File: config.mk
export PLATFORM = sky130hd
export DESIGN_NAME = ucr_serial_port
export DESIGN_NICKNAME = d
export VERILOG_FILES = /design/src/ucr_pkg.sv /design/src/ucr_serial_port.sv /design/src/ucr_tick_div.sv
export VERILOG_INCLUDE_DIRS = /design/src
export SDC_FILE = /design/constraint.sdc
export NUM_CORES = 1
export LEC_CHECK = 0
export BUFFER_PORTS_ARGS = -buffer_cell sky130_fd_sc_hd__buf_2
export CAP_MARGIN = 20
export CORE_ASPECT_RATIO = 0.9
export CORE_UTILIZATION = 54
export DETAILED_ROUTE_END_ITERATION = 10
export PLACE_DENSITY = 0.86
export SYNTH_ARGS = -nofsm -noshare
export SYNTH_HDL_FRONTEND = slang
export SYNTH_SLANG_ARGS = --single-unit
File: constraint.sdc
create_clock -name i_mclk -period 2.83 [get_ports i_mclk]
set_input_delay 0.566 -clock i_mclk [delete_from_list [all_inputs] [get_ports i_mclk]]
set_output_delay 0.566 -clock i_mclk [all_outputs]
set_load 0.02 [all_outputs]
File: src/ucr_defines.svh
// Register offsets, field positions, reset values and counts of the serial port
// Summary of operation
// - Mode bits select mode 0 sync 8-bit, mode 1 10-bit, modes 2/3 11-bit.
// - Mode 0 bit rate is clock/12, or clock/6 in six-clock mode.
// - Mode 2 bit rate is clock/64 or /32, halved divisors in six-clock mode.
// - Modes 1/3 use Timer 1 overflow /32 or /16, or Timer 2 overflow /16.
// - Double-rate bit doubles mode 2 rate, and modes 1/3 only on Timer 1.
// - Buffer address writes the transmit register and reads the receive register.
// - Any buffer write starts a transmission in the current mode.
// - Mode 0 drives shift clock on transmit pin, data both ways on receive pin.
// - Mode 0 moves data LSB first, one bit per shift clock.
// - Mode 0 transmit shifts eight bits then sets transmit-complete.
// - Mode 0 receive runs while enabled and receive-complete clear; eight bits.
// - Mode 1 frame is start 0, eight data bits LSB first, stop 1.
// - Timer 2 select bits choose Timer 1 or Timer 2 as rate source.
// - Mode 1 transmit sends start, data, stop; flag set when stop appears.
// - Mode 1 receiver starts on a falling edge while enabled.
// - Mode 1 load decision is taken in the middle of the stop bit.
// - Load only if receive flag clear and check off or stop bit high.
`ifndef UCR_DEFINES_SVH
`define UCR_DEFINES_SVH

`define UCR_ADDR_POWER_AND_BAUD_CONTROL      8'h87
`define UCR_ADDR_SERIAL_CONTROL_REGISTER      8'h98
`define UCR_ADDR_SERIAL_DATA_BUFFER      8'h99
`define UCR_ADDR_RSEL      8'h9a

`define UCR_SERIAL_CONTROL_REGISTER_RESET     8'h00
`define UCR_POWER_AND_BAUD_CONTROL_RESET     8'h00
`define UCR_RSEL_RESET     3'h0
`define UCR_POWER_AND_BAUD_CONTROL_MASK      8'h9f

`define UCR_SERIAL_CONTROL_REGISTER_MP        5
`define UCR_SERIAL_CONTROL_REGISTER_REN       4
`define UCR_SERIAL_CONTROL_REGISTER_TB8       3
`define UCR_SERIAL_CONTROL_REGISTER_RB8       2
`define UCR_SERIAL_CONTROL_REGISTER_TI        1
`define UCR_SERIAL_CONTROL_REGISTER_RI        0
`define UCR_POWER_AND_BAUD_CONTROL_DBL       7
`define UCR_RSEL_TX_T2     0
`define UCR_RSEL_RX_T2     1
`define UCR_RSEL_SIX       2

`define UCR_M0_HALF_12T    4'h6
`define UCR_M0_HALF_6T     4'h3
`define UCR_M2_DIV_12T     4'h4
`define UCR_M2_DIV_12T_DBL 4'h2
`define UCR_M2_DIV_6T      4'h2
`define UCR_M2_DIV_6T_DBL  4'h1
`define UCR_T1_DIV         4'h2
`define UCR_T1_DIV_DBL     4'h1
`define UCR_OVS_LAST       4'hf
`define UCR_OVS_MID        4'h7
`define UCR_BITS_M1        4'ha
`define UCR_BITS_M23       4'hb
`define UCR_RX_DECIDE      4'h9

`endif

File: src/ucr_pkg.sv
// Types shared by the serial port modules
package ucr_pkg;

  typedef enum logic [1:0] {
    UCR_MODE0 = 2'b00,
    UCR_MODE1 = 2'b01,
    UCR_MODE2 = 2'b10,
    UCR_MODE3 = 2'b11
  } ucr_mode_t;

  typedef enum logic [1:0] {
    UCR_SY_IDLE = 2'b00,
    UCR_SY_TX   = 2'b01,
    UCR_SY_RX   = 2'b10
  } ucr_sy_t;

  typedef enum logic [0:0] {
    UCR_AS_IDLE = 1'b0,
    UCR_AS_RUN  = 1'b1
  } ucr_as_t;

  typedef struct packed {
    logic [3:0] cnt;
    logic       tick;
  } ucr_div_t;

  typedef struct packed {
    logic [7:0]  serial_control_register;
    logic [7:0]  power_and_baud_control;
    logic [2:0]  rsel;
    logic [7:0]  rxbuf;
    logic [7:0]  rdata;
    ucr_sy_t     sy_state;
    logic        sy_phase;
    logic [2:0]  sy_bit;
    logic [7:0]  sy_sh;
    ucr_as_t     tx_state;
    logic [3:0]  tx_sub;
    logic [3:0]  tx_bit;
    logic [10:0] tx_sh;
    ucr_as_t     rx_state;
    logic [3:0]  rx_sub;
    logic [3:0]  rx_bit;
    logic [7:0]  rx_sh;
    logic        rx_last;
    logic        txd;
    logic        rxd_out;
    logic        rxd_oe;
  } ucr_state_t;

endpackage : ucr_pkg

File: src/ucr_serial_port.sv
// Serial port with synchronous shift mode and asynchronous frame modes
`timescale 1ns/1ns
`default_nettype none
`include "ucr_defines.svh"
module ucr_serial_port (
  // Clock and reset
  input  wire logic       i_mclk,
  input  wire logic       i_reset,
  // Register port
  input  wire logic [7:0] i_addr,
  input  wire logic [7:0] i_wdata,
  input  wire logic       i_wr,
  input  wire logic       i_rd,
  output logic      [7:0] o_rdata,
  // Timer overflow pulses
  input  wire logic       i_t1_ovf,
  input  wire logic       i_t2_ovf,
  // Serial pins
  output logic            o_txd,
  input  wire logic       i_rxd,
  output logic            o_rxd_out,
  output logic            o_rxd_oe
);
  import ucr_pkg::*;

  ucr_state_t q;
  ucr_state_t d;

  ucr_mode_t  mode;
  logic       six_mode;
  logic       dbl;
  logic       buf_wr;
  logic       sy_start;
  logic       ti_set;
  logic       ri_set;
  logic       rx_load;
  logic [7:0] rx_byte;
  logic       rb8_val;
  logic [3:0] osc_div;
  logic [3:0] t1_div;
  logic       osc_tick;
  logic       t1_tick;
  logic       tx_tick;
  logic       rx_tick;
  logic [3:0] tx_bits;

  assign mode     = ucr_mode_t'(q.serial_control_register[7:6]);
  assign six_mode = q.rsel[`UCR_RSEL_SIX];
  assign dbl      = q.power_and_baud_control[`UCR_POWER_AND_BAUD_CONTROL_DBL];
  assign buf_wr   = i_wr && (i_addr == `UCR_ADDR_SERIAL_DATA_BUFFER);

  // Oscillator divider: half shift-clock period in mode 0,
  // sixteenth of a bit in mode 2
  always_comb begin
    if (mode == UCR_MODE0) begin
      osc_div = six_mode ? `UCR_M0_HALF_6T : `UCR_M0_HALF_12T;
    end else if (six_mode) begin
      osc_div = dbl ? `UCR_M2_DIV_6T_DBL : `UCR_M2_DIV_6T;
    end else begin
      osc_div = dbl ? `UCR_M2_DIV_12T_DBL : `UCR_M2_DIV_12T;
    end
  end

  // Timer 1 overflow halved unless the double-rate bit is set
  assign t1_div = dbl ? `UCR_T1_DIV_DBL : `UCR_T1_DIV;

  ucr_tick_div u_osc_div (
    .i_mclk  (i_mclk),
    .i_reset (i_reset),
    .i_en    (1'b1),
    .i_clr   (sy_start),
    .i_div   (osc_div),
    .o_tick  (osc_tick)
  );

  ucr_tick_div u_t1_div (
    .i_mclk  (i_mclk),
    .i_reset (i_reset),
    .i_en    (i_t1_ovf),
    .i_clr   (1'b0),
    .i_div   (t1_div),
    .o_tick  (t1_tick)
  );

  // Sixteen-times ticks; Timer 2 is never affected by the double-rate bit
  always_comb begin
    if (mode == UCR_MODE2) begin
      tx_tick = osc_tick;
      rx_tick = osc_tick;
    end else begin
      tx_tick = q.rsel[`UCR_RSEL_TX_T2] ? i_t2_ovf : t1_tick;
      rx_tick = q.rsel[`UCR_RSEL_RX_T2] ? i_t2_ovf : t1_tick;
    end
  end

  assign tx_bits  = (mode == UCR_MODE1) ? `UCR_BITS_M1 : `UCR_BITS_M23;
  assign sy_start = (mode == UCR_MODE0) && (buf_wr ||
                    ((q.sy_state == UCR_SY_IDLE) &&
                     q.serial_control_register[`UCR_SERIAL_CONTROL_REGISTER_REN] && !q.serial_control_register[`UCR_SERIAL_CONTROL_REGISTER_RI]));

  always_comb begin
    d       = q;
    ti_set  = 1'b0;
    ri_set  = 1'b0;
    rx_load = 1'b0;
    rx_byte = 8'h00;
    rb8_val = 1'b0;

    // Register reads: data stands the cycle after the strobe
    d.rdata = 8'h00;
    if (i_rd) begin
      case (i_addr)
        `UCR_ADDR_SERIAL_CONTROL_REGISTER: d.rdata = q.serial_control_register;
        `UCR_ADDR_POWER_AND_BAUD_CONTROL: d.rdata = q.power_and_baud_control;
        `UCR_ADDR_SERIAL_DATA_BUFFER: d.rdata = q.rxbuf;
        `UCR_ADDR_RSEL: d.rdata = {5'h00, q.rsel};
        default:        d.rdata = 8'h00;
      endcase
    end

    // Register writes; flags written here may be overridden by a set below
    if (i_wr) begin
      case (i_addr)
        `UCR_ADDR_SERIAL_CONTROL_REGISTER: d.serial_control_register = i_wdata;
        `UCR_ADDR_POWER_AND_BAUD_CONTROL: d.power_and_baud_control = i_wdata & `UCR_POWER_AND_BAUD_CONTROL_MASK;
        `UCR_ADDR_RSEL: d.rsel = i_wdata[2:0];
        default:        d.rsel = q.rsel;
      endcase
    end

    // Mode 0: device always owns the shift clock, partner only follows
    if (mode != UCR_MODE0) begin
      // Leaving shift mode mid-byte must not leave the data pin driven
      d.sy_state = UCR_SY_IDLE;
      d.rxd_oe   = 1'b0;
      d.rxd_out  = 1'b1;
    end else if (buf_wr) begin
      // A write restarts the shifter even over a reception in progress
      d.sy_state = UCR_SY_TX;
      d.sy_sh    = i_wdata;
      d.sy_bit   = 3'h0;
      d.sy_phase = 1'b0;
      d.txd      = 1'b1;
      d.rxd_oe   = 1'b1;
      d.rxd_out  = 1'b1;
    end else begin
      case (q.sy_state)
        UCR_SY_IDLE: begin
          d.txd     = 1'b1;
          d.rxd_oe  = 1'b0;
          d.rxd_out = 1'b1;
          if (sy_start) begin
            d.sy_state = UCR_SY_RX;
            d.sy_bit   = 3'h0;
            d.sy_phase = 1'b0;
          end
        end
        UCR_SY_TX, UCR_SY_RX: begin
          if (osc_tick) begin
            d.sy_phase = !q.sy_phase;
            if (!q.sy_phase) begin
              // Falling shift clock: next data bit goes out
              d.txd = 1'b0;
              if (q.sy_state == UCR_SY_TX) begin
                d.rxd_out = q.sy_sh[0];
              end
            end else begin
              // Rising shift clock: the partner has had half a period
              d.txd = 1'b1;
              if (q.sy_state == UCR_SY_RX) begin
                d.sy_sh = {i_rxd, q.sy_sh[7:1]};
              end else begin
                d.sy_sh = {1'b1, q.sy_sh[7:1]};
              end
              d.sy_bit = q.sy_bit + 3'h1;
              if (q.sy_bit == 3'h7) begin
                // Last bit and its drive hold one cycle past the final
                // rising clock, so a partner latching on it still sees it
                d.sy_state = UCR_SY_IDLE;
                if (q.sy_state == UCR_SY_TX) begin
                  ti_set = 1'b1;
                end else begin
                  ri_set  = 1'b1;
                  rx_load = 1'b1;
                  rx_byte = {i_rxd, q.sy_sh[7:1]};
                  rb8_val = q.serial_control_register[`UCR_SERIAL_CONTROL_REGISTER_RB8];
                end
              end
            end
          end
        end
        default: d.sy_state = UCR_SY_IDLE;
      endcase
    end

    // Asynchronous transmitter
    if (mode == UCR_MODE0) begin
      d.tx_state = UCR_AS_IDLE;
    end else if (buf_wr) begin
      // Stop bit in slot 10 after the ninth bit in modes 2/3, in slot 9 in mode 1
      d.tx_sh    = {1'b1,
                    (mode == UCR_MODE1) ? 1'b1 : q.serial_control_register[`UCR_SERIAL_CONTROL_REGISTER_TB8],
                    i_wdata, 1'b0};
      d.tx_state = UCR_AS_RUN;
      d.tx_sub   = 4'h0;
      d.tx_bit   = 4'h0;
      d.txd      = 1'b0;
    end else if ((q.tx_state == UCR_AS_RUN) && tx_tick) begin
      d.tx_sub = q.tx_sub + 4'h1;
      if (q.tx_sub == `UCR_OVS_LAST) begin
        d.tx_bit = q.tx_bit + 4'h1;
        d.tx_sh  = {1'b1, q.tx_sh[10:1]};
        d.txd    = q.tx_sh[1];
        if (q.tx_bit == tx_bits - 4'h2) begin
          ti_set = 1'b1;
        end
        if (q.tx_bit == tx_bits - 4'h1) begin
          d.tx_state = UCR_AS_IDLE;
          d.txd      = 1'b1;
        end
      end
    end else if (q.tx_state == UCR_AS_IDLE) begin
      d.txd = 1'b1;
    end

    // Asynchronous receiver
    if ((mode == UCR_MODE0) || !q.serial_control_register[`UCR_SERIAL_CONTROL_REGISTER_REN]) begin
      d.rx_state = UCR_AS_IDLE;
      d.rx_last  = 1'b0;
    end else if (rx_tick) begin
      case (q.rx_state)
        UCR_AS_IDLE: begin
          d.rx_last = i_rxd;
          if (q.rx_last && !i_rxd) begin
            d.rx_state = UCR_AS_RUN;
            d.rx_sub   = 4'h0;
            d.rx_bit   = 4'h0;
          end
        end
        UCR_AS_RUN: begin
          d.rx_sub = q.rx_sub + 4'h1;
          // Sample only at the centre; edges and glitches go unseen
          if (q.rx_sub == `UCR_OVS_MID) begin
            // Sub-count runs on, so the next centre lies sixteen ticks on
            d.rx_bit = q.rx_bit + 4'h1;
            if (q.rx_bit == 4'h0) begin
              if (i_rxd) begin
                d.rx_state = UCR_AS_IDLE;
                d.rx_last  = 1'b1;
              end
            end else if (q.rx_bit == `UCR_RX_DECIDE) begin
              // Stop bit in mode 1, ninth bit in modes 2 and 3
              d.rx_state = UCR_AS_IDLE;
              d.rx_last  = i_rxd;
              if (!q.serial_control_register[`UCR_SERIAL_CONTROL_REGISTER_RI] &&
                  (!q.serial_control_register[`UCR_SERIAL_CONTROL_REGISTER_MP] || i_rxd)) begin
                ri_set  = 1'b1;
                rx_load = 1'b1;
                rx_byte = q.rx_sh;
                rb8_val = i_rxd;
              end
            end else begin
              d.rx_sh = {i_rxd, q.rx_sh[7:1]};
            end
          end else if (q.rx_sub == `UCR_OVS_LAST) begin
            d.rx_sub = 4'h0;
          end
        end
        default: d.rx_state = UCR_AS_IDLE;
      endcase
    end

    // Hardware sets win over a software clear in the same cycle
    if (rx_load) begin
      d.rxbuf                  = rx_byte;
      d.serial_control_register[`UCR_SERIAL_CONTROL_REGISTER_RB8]    = rb8_val;
    end
    d.serial_control_register[`UCR_SERIAL_CONTROL_REGISTER_TI] = d.serial_control_register[`UCR_SERIAL_CONTROL_REGISTER_TI] | ti_set;
    d.serial_control_register[`UCR_SERIAL_CONTROL_REGISTER_RI] = d.serial_control_register[`UCR_SERIAL_CONTROL_REGISTER_RI] | ri_set;
  end

  always_ff @(posedge i_mclk) begin
    if (i_reset) begin
      q          <= '0;
      q.serial_control_register     <= `UCR_SERIAL_CONTROL_REGISTER_RESET;
      q.power_and_baud_control     <= `UCR_POWER_AND_BAUD_CONTROL_RESET;
      q.rsel     <= `UCR_RSEL_RESET;
      q.sy_state <= UCR_SY_IDLE;
      q.tx_state <= UCR_AS_IDLE;
      q.rx_state <= UCR_AS_IDLE;
      q.sy_sh    <= 8'hff;
      q.tx_sh    <= 11'h7ff;
      q.txd      <= 1'b1;
      q.rxd_out  <= 1'b1;
    end else begin
      q <= d;
    end
  end

  assign o_rdata   = q.rdata;
  assign o_txd     = q.txd;
  assign o_rxd_out = q.rxd_out;
  assign o_rxd_oe  = q.rxd_oe;

endmodule : ucr_serial_port
`default_nettype wire

File: src/ucr_tick_div.sv
// Enable-pulse divider: one tick every i_div enabled cycles
`timescale 1ns/1ns
`default_nettype none
module ucr_tick_div (
  // Clock and reset
  input  wire logic       i_mclk,
  input  wire logic       i_reset,
  // Control
  input  wire logic       i_en,
  input  wire logic       i_clr,
  input  wire logic [3:0] i_div,
  // Tick
  output logic            o_tick
);
  import ucr_pkg::*;

  ucr_div_t q;
  ucr_div_t d;

  always_comb begin
    d = q;
    d.tick = 1'b0;
    if (i_clr) begin
      d.cnt = 4'h0;
    end else if (i_en) begin
      if (q.cnt >= i_div - 4'h1) begin
        d.cnt  = 4'h0;
        d.tick = 1'b1;
      end else begin
        d.cnt = q.cnt + 4'h1;
      end
    end
  end

  always_ff @(posedge i_mclk) begin
    if (i_reset) begin
      q <= '0;
    end else begin
      q <= d;
    end
  end

  assign o_tick = q.tick;

endmodule : ucr_tick_div
`default_nettype wire
Word level (Yosys, flattened, before mapping)
Index checks and enable logic that the tools add are counted.
Operators by class
  shift-type cells: 0
  reduce and logical (&&, ||, !) cells: 56
  bitwise operators: 10
  div/mod/pow operators: 0
  $add $sub $neg: 11
  multiply operators: 0
  multiplexer cells: 118
  equal/unequal tests: 29
  magnitude comparators: 2
Operator list (count)
  2-to-1 mux 8 bit: 19
  2-to-1 mux 1 bit: 69
  2-to-1 mux 20 bit: 2
  equality test 8 bit (second input constant): 4
  case mux 8 bit (4 select lines): 1
  2-to-1 mux 14 bit: 2
  AND reduction 4 bit: 7
  2-to-1 mux 13 bit: 2
  adder 4 x 1 -> 4 bit (second input constant): 6
  nonzero test 2 bit: 11
  2-to-1 mux 3 bit: 6
  case mux 9 bit (2 select lines): 1
  2-to-1 mux 4 bit: 4
  2-to-1 mux 15 bit: 1
  OR reduction 2 bit: 7
  equality test 4 bit (second input constant): 3
  inequality test 2 bit (second input constant): 6
  inequality test 3 bit (second input constant): 4
  2-to-1 mux 11 bit: 1
  AND reduction 2 bit: 5
  2-to-1 mux 9 bit: 1
  AND reduction 3 bit: 3
  equality test 4 bit: 2
  >= comparator 4 bit: 2
  other kinds (27): 57
Word-level totals
  output and inout port bits: 11
  bits of input ports: 23
  memory bits (writable): 0
  bits in latches: 0
  register bits after elaboration: 98
  logic and storage cells: 254
  memories: 0
  bits in read-only memories: 0

Depth between registers and ports, before layout
Gate-level depths: netlist of the first run.
  depth in word-level cells: 17
  mapped depth: 11
  depth with buffers taken out: 9

Cells and area by module
Synthesis of the first run repeated with hierarchy kept, for this count alone.
Unflattened totals
  cell total of the unflattened synthesis: 614
  area, all modules: 5190.0 sq um
By module, submodules not included
  ucr_serial_port: cells an instance 534, instances 1, area an instance 4461.8 sq um
  ucr_tick_div: cells an instance 40, instances 2, area an instance 364.1 sq um

Least setup slack after synthesis of the first run
OpenSTA, ideal clock, no wires.
  path type: reg2reg
  from: register q (netlist bit mode[1])
  to: register u_osc_div.q[3] (netlist name)
  slack: 0.034 ns
  arrival time: 2.734 ns
  buffers on the path: 3
  clock period less this slack: 2.796 ns
  cell stages (with the launch flop): 12
  data required time: 2.769 ns
  cell sequence: dfxtp_1 -> buf_6 -> or2_1 -> buf_6 -> clkbuf_1 -> mux2i_1 -> ha_1 -> ha_1 -> a21o_1 -> a21o_1 -> a2111oi_0 -> and2_1
On the way
  cells in the longest elaborated chain, start to end: 5
  elaborated cells between the ends (all ways): 6
  classes of those cells: add/sub (1); order compare (1); mux (1); reduce/logical (3)
RTL lines
  start: declaration: RTL line ucr_serial_port.sv:26  | ucr_state_t q;
  zero test 2 bit (*): RTL line ucr_serial_port.sv:55, ucr_serial_port.sv:97
  2-to-1 mux 4 bit: RTL line ucr_serial_port.sv:55  | if (mode == UCR_MODE0) begin
  subtractor 4 x 1 -> 4 bit: RTL line ucr_tick_div.sv:26  | if (q.cnt >= i_div - 4'h1) begin
  >= comparator 4 bit: RTL line ucr_tick_div.sv:26
  OR reduction 3 bit (no source line) (*)
  end signal: assignment: RTL line ucr_tick_div.sv:37  | q <= '0;
  end signal: assignment: RTL line ucr_tick_div.sv:39  | q <= d;
  end: declaration: RTL line ucr_tick_div.sv:17  | ucr_div_t q;
Mark *: on every way between the ends. The rest lies on a longest branch, timed or not.
A chain may end at the register's enable or synchronous reset.

Final worst setup path of the first run
  from: register q[53] (netlist name)
  to: register q[68] (netlist name)
On the way
  cells in the longest elaborated chain, start to end: 15
  elaborated cells between the ends (all ways): 31
  classes of those cells: eq/ne (2); mux (28); reduce/logical (1)
RTL lines
  equality test 2 x 1 -> 1 bit: RTL line ucr_serial_port.sv:147, ucr_serial_port.sv:180
  2-to-1 mux 8 bit or 2-to-1 mux 1 bit (tied branches): RTL line ucr_serial_port.sv:180  | if (q.sy_state == UCR_SY_TX) begin
  2-to-1 mux 8 bit or 2-to-1 mux 1 bit (tied branches): RTL line ucr_serial_port.sv:176  | if (q.sy_bit == 3'h7) begin
  2-to-1 mux 8 bit or 2-to-1 mux 1 bit (tied branches): RTL line ucr_serial_port.sv:161  | if (!q.sy_phase) begin
  2-to-1 mux 8 bit or 2-to-1 mux 1 bit (tied branches): RTL line ucr_serial_port.sv:159  | if (osc_tick) begin
  2-to-1 mux 8 bit or 2-to-1 mux 1 bit (tied branches): RTL line ucr_serial_port.sv:147  | case (q.sy_state)
  2-to-1 mux 8 bit or 2-to-1 mux 1 bit (tied branches): RTL line ucr_serial_port.sv:137  | end else if (buf_wr) begin
  2-to-1 mux 8 bit or 2-to-1 mux 1 bit (tied branches): RTL line ucr_serial_port.sv:132  | if (mode != UCR_MODE0) begin
  2-to-1 mux 8 bit or 2-to-1 mux 1 bit (tied branches): RTL line ucr_serial_port.sv:255  | if (!q.serial_control_register[`UCR_SERIAL_CONTROL_REGISTER_RI] &&
  2-to-1 mux 8 bit or 2-to-1 mux 1 bit (tied branches): RTL line ucr_serial_port.sv:251  | end else if (q.rx_bit == `UCR_RX_DECIDE) begin
  2-to-1 mux 8 bit or 2-to-1 mux 1 bit (tied branches): RTL line ucr_serial_port.sv:246  | if (q.rx_bit == 4'h0) begin
  2-to-1 mux 8 bit or 2-to-1 mux 1 bit (tied branches): RTL line ucr_serial_port.sv:243  | if (q.rx_sub == `UCR_OVS_MID) begin
  2-to-1 mux 8 bit or 2-to-1 mux 1 bit (tied branches): RTL line ucr_serial_port.sv:231  | case (q.rx_state)
  2-to-1 mux 8 bit or 2-to-1 mux 1 bit (tied branches): RTL line ucr_serial_port.sv:230  | end else if (rx_tick) begin
  2-to-1 mux 8 bit or 2-to-1 mux 1 bit (tied branches): RTL line ucr_serial_port.sv:227  | if ((mode == UCR_MODE0) || !q.serial_control_register[`UCR_SERIAL_CONTROL_REGISTER_REN]) begin
Several ways; a longest one is shown, not always the timed one.

==> results.toml, run 1 <==
[worst_setup_path]
critPathLaunchType = "register"
cpMaxStageDelayCell = "ha_1"
cp_cell_sequence = "inv_1 > ha_1 > inv_1 > or3_4 > or3_1 > or3b_1 > a31oi_1"
path_common_cell = "inv_1"
cp_slowest_stage_delay_ns = 0.49
arrival_ns = 2.95
crit_type = "reg -> reg"
path_max_fanout = 12
path_buf_inv = 2
cp-end-kind = "register"
cp.required_ns = 3.14
cp_top_family = "simple AND/OR/NAND/NOR gates"

[sta]
slew-limit-headroom = 0.546
setup_violations = 0
slew_violations = 0
tns_ns = 0
worst_pin_slew_ns = 0.678
min_period_ns = 2.64
skew_ns = 0.0163
hold_viol = 0
rsz0062_at_grt = "no"
fmax_mhz = 379
finalCritPeriodShare = 0.933

[placement]
portBuffers = 33
place_congestion = 0.903
dp_hpwl_um = 8280
dp_cells = 699

[clock_tree]
cts.htree.levels = 3
hold_buffers = 0
clk_pin_slew_worst_paths_ns = 0.10
clkSinkCount = 96
cts_root_buf = "clkbuf_8"
clock_path_buffers = 2
postCtsSetupBuffers = 0
cts_tree = "done"
cts_made_buffers = 9
clock_latency_ns = 0.38
post_cts_resized = 0

[synth]
synth_nets = 612
synth-seq-cells = 96
synth_flop_cell = "dfxtp_1"
yosysMostFrequentCell = "dfxtp_1"
synth.largest_area_cell = "dfxtp_1"
yosys_warnings = 0
ys_seq_area_frac = 0.396
synth_cell_types = 58
synthTopCellsByArea = "dfxtp_1, mux2i_1, ha_1"
syn_inst = 566
synth_common_cells = "dfxtp_1, nand2_1, mux2i_1, a21oi_1, nor2_1"
syn_area_um2 = 4850
synthArstFlopShare = 0
syn-mean-instance-area_um2 = 8.57
synth_edf_count = 0
yosysTopAreaCellShare = 0.396

[floorplan]
core_area_um2 = 8650
die_area_um2 = 9370
initial_utilization = 0.561
dieWidth_um = 102
die_y_um = 91.9
io_pins = 34
std_cell_rows = 32

[status]
status = "finished, final reports clean"

[grt]
grt_first_pass_wirelength_um = 19000
antenna_found_initial = 0
grt-ovfl-total = 0
grt_usage = 0.258
grt_max_degree = 45
grt_pass1_vias = 4136

[detailed_routing]
wl_um = 11400
drc_errors = 0
drt_iter0_drc = 333
drtPass1Iterations = 4
vias_per_cell = 5.99
ant_nets = 0
num_vias = 4283
detail_route.wl_per_cell_um = 16.0

[final_layout]
area_delta_synth_final_pct = 9.96
seq_area_um2 = 1920
finalCoreUtilization = 0.617
layoutNonFillerInstCount = 715
finalNetCount = 637
n_antenna_cell = 0
multi_input_area_um2 = 2700
fillers = 740
drive_gt1_frac = 0.124

[min_path]
hp-class = "in -> reg"

[power_and_ir_drop]
p_leak_nw = 2.16
peakVddDrop_mv = 0.275
p_total_mw = 2.47
cellPowerDensity_nw_per_um2 = 463

[flow_run]
maxCapViolCount = 0
==> registers in the layout (all words and copies together), names as in the netlist <==
register,count
q,72
o_rdata,8
u_osc_div.q,4
u_t1_div.q,4
mode,2
dbl,1
o_rxd_oe,1
o_rxd_out,1
o_txd,1
u_osc_div.o_tick,1
u_t1_div.o_tick,1
==> cells in the final DEF, fill, tap and decap left out, drive strengths merged, types with 5 or more instances in the layout <==
cell and n:
nand3 25, o21ai 30, and2 7, or3 8
ha 23, nand4 9, a21oi 44, dfxtp 96
nor3b 7, nand2 61, a2bb2oi 6, nor2 43
mux2i 46, nand2b 9, nor3 13, buf 50
nor2b 7, a31oi 8, and3b 5, inv 21
o211ai 14, clkbuf 9
==> worst reg2reg max path: stages, from the launching register on <==
cell	delay (ns)
dfxtp_1	0.41
inv_1	0.10
ha_1	0.49
inv_1	0.15
or3_4	0.43
or3_1	0.43
or3b_1	0.39
a31oi_1	0.16
==> where the power goes <==
group	internal, mW	switching, mW
registers	1.36	0.0152
logic	0.0539	0.0824
clock network	0.427	0.528
==> logic make-up (layout without fill, tap and decap cells) <==
logic type,Yosys count,in the layout,share of synthesized area
AND/OR/NAND/NOR,211,211,0.219
XOR/XNOR,3,3,0.00542
adder cells (fa/ha/maj),23,23,0.0593
buffers and inverters,53,83,0.0506
AO/OA/AOI/OAI,133,133,0.173
flip-flops,96,96,0.396
multiplexers,47,47,0.0972
==> path summary, 6_finish.rpt <==
check,endpoint,from,cells past startpoint,slack (ns)
setup / recovery,q[68],q[53],7,0.19
hold / removal,u_t1_div.q[4],i_t1_ovf,2,0.44
setup reg to reg,q[68],q[53],7,0.19
hold reg to reg,o_rdata[0],q[74],2,0.48
==> area by class of cell <==
cell class | instances | area share
clock inverter | 7 | 0.0162
clock buffer | 9 | 0.0232
multi-input combinational | 417 | 0.506
timing repair buffer | 50 | 0.0549
sequential | 96 | 0.360
inverter | 17 | 0.0120
tap | 119 | 0.0279
==> metrics by stage <==
step	worst slack (ns)	cell area [um2]	hold WS [ns]
after detailed placement	0.0752	5120	0.463
after floorplan	0.0344	4850	0.432
after global routing	0.00322	5330	0.444
after CTS	0.0364	5330	0.427
after global placement	0.204	5120	0.447
final	0.191	5330	0.436
==> routing by layer <==
layer  GRT usage  vias to the layer above  share of wire
met2       0.430                      148           0.48
met5           0                        -              0
met4       0.100                        0          0.025
met3      0.0579                       29          0.062
met1       0.321                     2032           0.44
li1            -                     2074              -
(Power assumes the default switching activity.)
==> run 2, diff against run 1 <==
Settings changed: BUFFER_PORTS_ARGS -buffer_cell sky130_fd_sc_hd__buf_2 to -buffer_cell sky130_fd_sc_hd__buf_4, GPL_ROUTABILITY_DRIVEN set to 1.
==> run 2 against run 1 <==
Effect of this change: hold slack worse by 0.032 ns; sequential power is essentially flat; flip-flop and latch count unchanged; cell count is 0.14% higher; clock skew rose by 0.00065 ns; setup slack better by 0.056 ns; critical path depth unchanged.
==> results.toml, run 2 (synthesized netlist as in run 1, its figures left out) <==
[clock_tree]
cts_tree = "done"
clk_pin_slew_worst_paths_ns = 0.10
clock_latency_ns = 0.37
cts_made_buffers = 9
clock_path_buffers = 2
hold_buffers = 0
cts_root_buf = "clkbuf_8"
clkSinkCount = 96
cts.htree.levels = 3

[detailed_routing]
num_vias = 4348
drc_errors = 0
wl_um = 11500
detail_route.wl_per_cell_um = 16.1
drt_iter0_drc = 419
ant_nets = 0
vias_per_cell = 6.07
drtPass1Iterations = 5

[final_layout]
area_delta_synth_final_pct = 11.2
finalNetCount = 638
multi_input_area_um2 = 2700
fillers = 728
largest-register = "q"
final_common_cell = "dfxtp_1"
drive_gt1_frac = 0.124
final_cell_mix = "dfxtp_1, nand2_1, buf_4"
largest_reg_flops = 72
n_antenna_cell = 0
seq_area_um2 = 1920
finalCoreUtilization = 0.624
postLayoutCellArea_um2 = 5390

[power_and_ir_drop]
peakVddDrop_mv = 0.237
p_total_mw = 2.38
cellPowerDensity_nw_per_um2 = 441
p_leak_nw = 2.16

[worst_setup_path]
cp_top_family = "simple AND/OR/NAND/NOR gates"
cp_cell_sequence = "inv_1 > ha_1 > inv_1 > or3_4 > or3_1 > or3b_1 > a31oi_1"
arrival_ns = 2.89
critPathLaunchType = "register"
path_buf_inv = 2
crit_type = "reg -> reg"
path_max_fanout = 12
path_common_cell = "inv_1"
cp-end-kind = "register"
cpMaxStageDelayCell = "ha_1"
cp.required_ns = 3.13
cp_slowest_stage_delay_ns = 0.48

[sta]
slew-limit-headroom = 0.478
slew_violations = 0
worst_pin_slew_ns = 0.776
setup_violations = 0
finalCritPeriodShare = 0.913
min_period_ns = 2.58
rsz0062_at_grt = "no"
skew_ns = 0.0169
hold_viol = 0
fmax_mhz = 387

[grt]
grt_pass1_vias = 4031
grt_first_pass_wirelength_um = 18900
grt_usage = 0.257
antenna_found_initial = 0
grt_max_degree = 36
grt-ovfl-total = 0

[floorplan]
io_pins = 34
std_cell_rows = 32
core_area_um2 = 8650
initial_utilization = 0.561
die_area_um2 = 9370
die_y_um = 91.9
dieWidth_um = 102

[status]
status = "finished, final reports clean"

[placement]
dp_hpwl_um = 8460
portBuffers = 33
placed_area_um2 = 5210
place_congestion = 0.943

[min_path]
hp-class = "in -> reg"

[flow_run]
maxCapViolCount = 0
==> run 2: cell types whose count changed in the layout (fill, tap and decap cells not counted), sizes merged <==
cell / delta
clkinvlp: +3
clkinv: -2
buf: +1
bufinv: -1
clkbuf: +1
inv: -1
==> run 2: timing repair <==
| action | CTS | global route |
|---|---|---|
| setup endpoints to repair | 4 | 4 |
| buffers inserted | 0 | 0 |
| resized for setup | 1 | 1 |
==> run 2: layout make-up <==
type | count | area share
timing repair buffer | 51 | 0.0710
multi-input combinational | 417 | 0.500
sequential | 96 | 0.356
clock buffer | 10 | 0.0237
tap | 119 | 0.0276
clock inverter | 6 | 0.00951
inverter | 17 | 0.0118
==> run 2: metrics by stage <==
step           worst slack, ns  hold WS (ns)  cells  TNS, ns
2_1_floorplan           0.0344         0.432    566        0
3_3_place_gp             0.235         0.446    700        0
3_5_place_dp           -0.0891         0.451    700   -0.227
4_1_cts                 0.0411         0.396    716        0
5_1_grt                 0.0283         0.395    716        0
6_report                 0.246         0.404    716        0
==> run 2: worst paths after layout <==
kind,startpoint,end,slack (ns),cells past startpoint
hold reg to reg,q[74],o_rdata[0],0.47,2
hold / removal,i_t1_ovf,u_t1_div.q[4],0.40,2
setup / recovery,q[53],q[68],0.25,7
setup reg to reg,q[53],q[68],0.25,7
==> run 2: report_power, final <==
part           leakage, nW  total, mW  switching [mW]  internal, mW
combinational         1.31      0.150          0.0867        0.0636
sequential           0.775       1.38          0.0145          1.36
clock               0.0814      0.849           0.517         0.332
total                 2.16       2.38           0.618          1.76
==> run 2: layer usage <==
metal / global-route usage / share of wire / wire length [um]
met5: 0 / 0 / 0
met2: 0.428 / 0.48 / 5550
met3: 0.0541 / 0.077 / 888
met4: 0.0786 / 0.017 / 193
met1: 0.332 / 0.42 / 4900
==> run 3, diff against run 2 <==
Settings changed: PLACE_DENSITY 0.86 to 0.75.
==> run 3 against run 2 <==
Effect of this change: non-clock buffer count fell by 2; critical path depth did not move; global-route usage rose by 0.33 points; total power increased by 5.5%; clock-buffer cell count did not move; highest routed layer unchanged.
==> results.toml, run 3 (synthesized netlist as in run 1, its figures left out) <==
[worst_setup_path]
cp.required_ns = 3.10
cpMaxStageDelayCell = "ha_1"
cp_cell_sequence = "inv_1 > ha_1 > inv_1 > or3_4 > or3_1 > and2_1 > a2111oi_2"
path_buf_inv = 2
rrSetupSlack_ns = 0.22
arrival_ns = 2.88
cp_slowest_stage_delay_ns = 0.49
cp_top_family = "simple AND/OR/NAND/NOR gates"
cp-end-kind = "register"
crit_type = "reg -> reg"
path_max_fanout = 12
critPathLaunchType = "register"
path_common_cell = "inv_1"

[floorplan]
dieWidth_um = 102
die_area_um2 = 9370
initial_utilization = 0.561
io_pins = 34
std_cell_rows = 32
die_y_um = 91.9
core_area_um2 = 8650

[detailed_routing]
drc_errors = 0
ant_nets = 0
num_vias = 4194
vias_per_cell = 5.87
drt_iter0_drc = 274
wl_um = 11500
detail_route.wl_per_cell_um = 16.1
drtPass1Iterations = 6

[final_layout]
n_antenna_cell = 0
finalCoreUtilization = 0.626
area_delta_synth_final_pct = 11.5
layoutNonFillerInstCount = 714
drive_gt1_frac = 0.121
final_cell_mix = "dfxtp_1, nand2_1, buf_4"
finalNetCount = 636
largest_reg_flops = 72
final_common_cell = "dfxtp_1"
largest-register = "q"

[status]
status = "finished, final reports clean"

[power_and_ir_drop]
p_seq_frac = 0.550
p_switching_mw = 0.587
cellPowerDensity_nw_per_um2 = 464
p_leak_nw = 2.18
peakVddDrop_mv = 0.371
p_comb_frac = 0.059
p_total_mw = 2.51
internal_power_mw = 1.92
switching_share = 0.234
clkPwrFrac = 0.391

[grt]
grt_pass1_vias = 3900
grt_usage = 0.260
grt_first_pass_wirelength_um = 18800
grt_max_degree = 37
grt-ovfl-total = 0
antenna_found_initial = 0

[clock_tree]
cts_made_buffers = 9
clock_path_buffers = 2
cts.htree.levels = 3
clkSinkCount = 96
cts_tree = "done"
cts_root_buf = "clkbuf_8"
clock_latency_ns = 0.38
clk_pin_slew_worst_paths_ns = 0.09

[placement]
dp_hpwl_um = 8300
portBuffers = 33
dp_cells = 698
place_congestion = 0.860

[sta]
skew_ns = 0.0112
slew-limit-headroom = 0.533
worst_pin_slew_ns = 0.700
setup_violations = 0
rsz0062_at_grt = "no"
tns_ns = 0
min_period_ns = 2.61
hold_slack_ns = 0.407
hold_viol = 0
fmax_mhz = 383
finalCritPeriodShare = 0.922
slew_violations = 0

[min_path]
hp-class = "in -> reg"

[flow_run]
maxCapViolCount = 0
## run 3: path summary, 6_finish.rpt
kind,from,to,cells past startpoint
max,q[54],q[84],7
min,i_t1_ovf,u_t1_div.q[4],2
max reg2reg,q[54],q[84],7
min reg2reg,q[77],q[77],2
## run 3: metrics by stage
stage / cell area, um2 / worst slack [ns]
3_3_place_gp: 5190 / 0.198
4_1_cts: 5400 / 0.00565
6_report: 5410 / 0.221
3_5_place_dp: 5190 / 0.0186
5_1_grt: 5410 / 0.0798
2_1_floorplan: 4850 / 0.0344
## run 3: power groups by stage
stage	Sequential, mW	Clock [mW]	Combinational [mW]
after CTS	1.38	1.00	0.146
final	1.38	0.982	0.148
after floorplan	1.41	0	0.0853
after detailed placement	1.41	0	0.146
after global placement	1.41	0	0.140
after global routing	1.38	1.06	0.162
## run 3: final cells by class
| type | count | area (um2) |
|---|---|---|
| Fill cell | 794 | 3240 |
| Multi-Input combinational cell | 417 | 2700 |
| Sequential cell | 96 | 1920 |
| Timing Repair Buffer | 49 | 368 |
| Tap cell | 119 | 149 |
| Clock buffer | 10 | 128 |
| Clock inverter | 6 | 83.8 |
| Inverter | 17 | 63.8 |
## run 3: metal layers
layer  wire length, um  up-vias  track usage  part of all wire
met5                 0        -            0                 0
met4               204        0       0.0893             0.018
li1                  -     2074            -                 -
met1              5440     1970        0.359              0.47
met2              5210      129        0.405              0.45
met3               609       21       0.0503             0.053
## run 3: repair_timing
action / in CTS / in global routing
gates resized for setup: 0 / 2
buffers inserted: 0 / 0
setup endpoints to repair: 0 / 4
hold buffers: 0 / 0
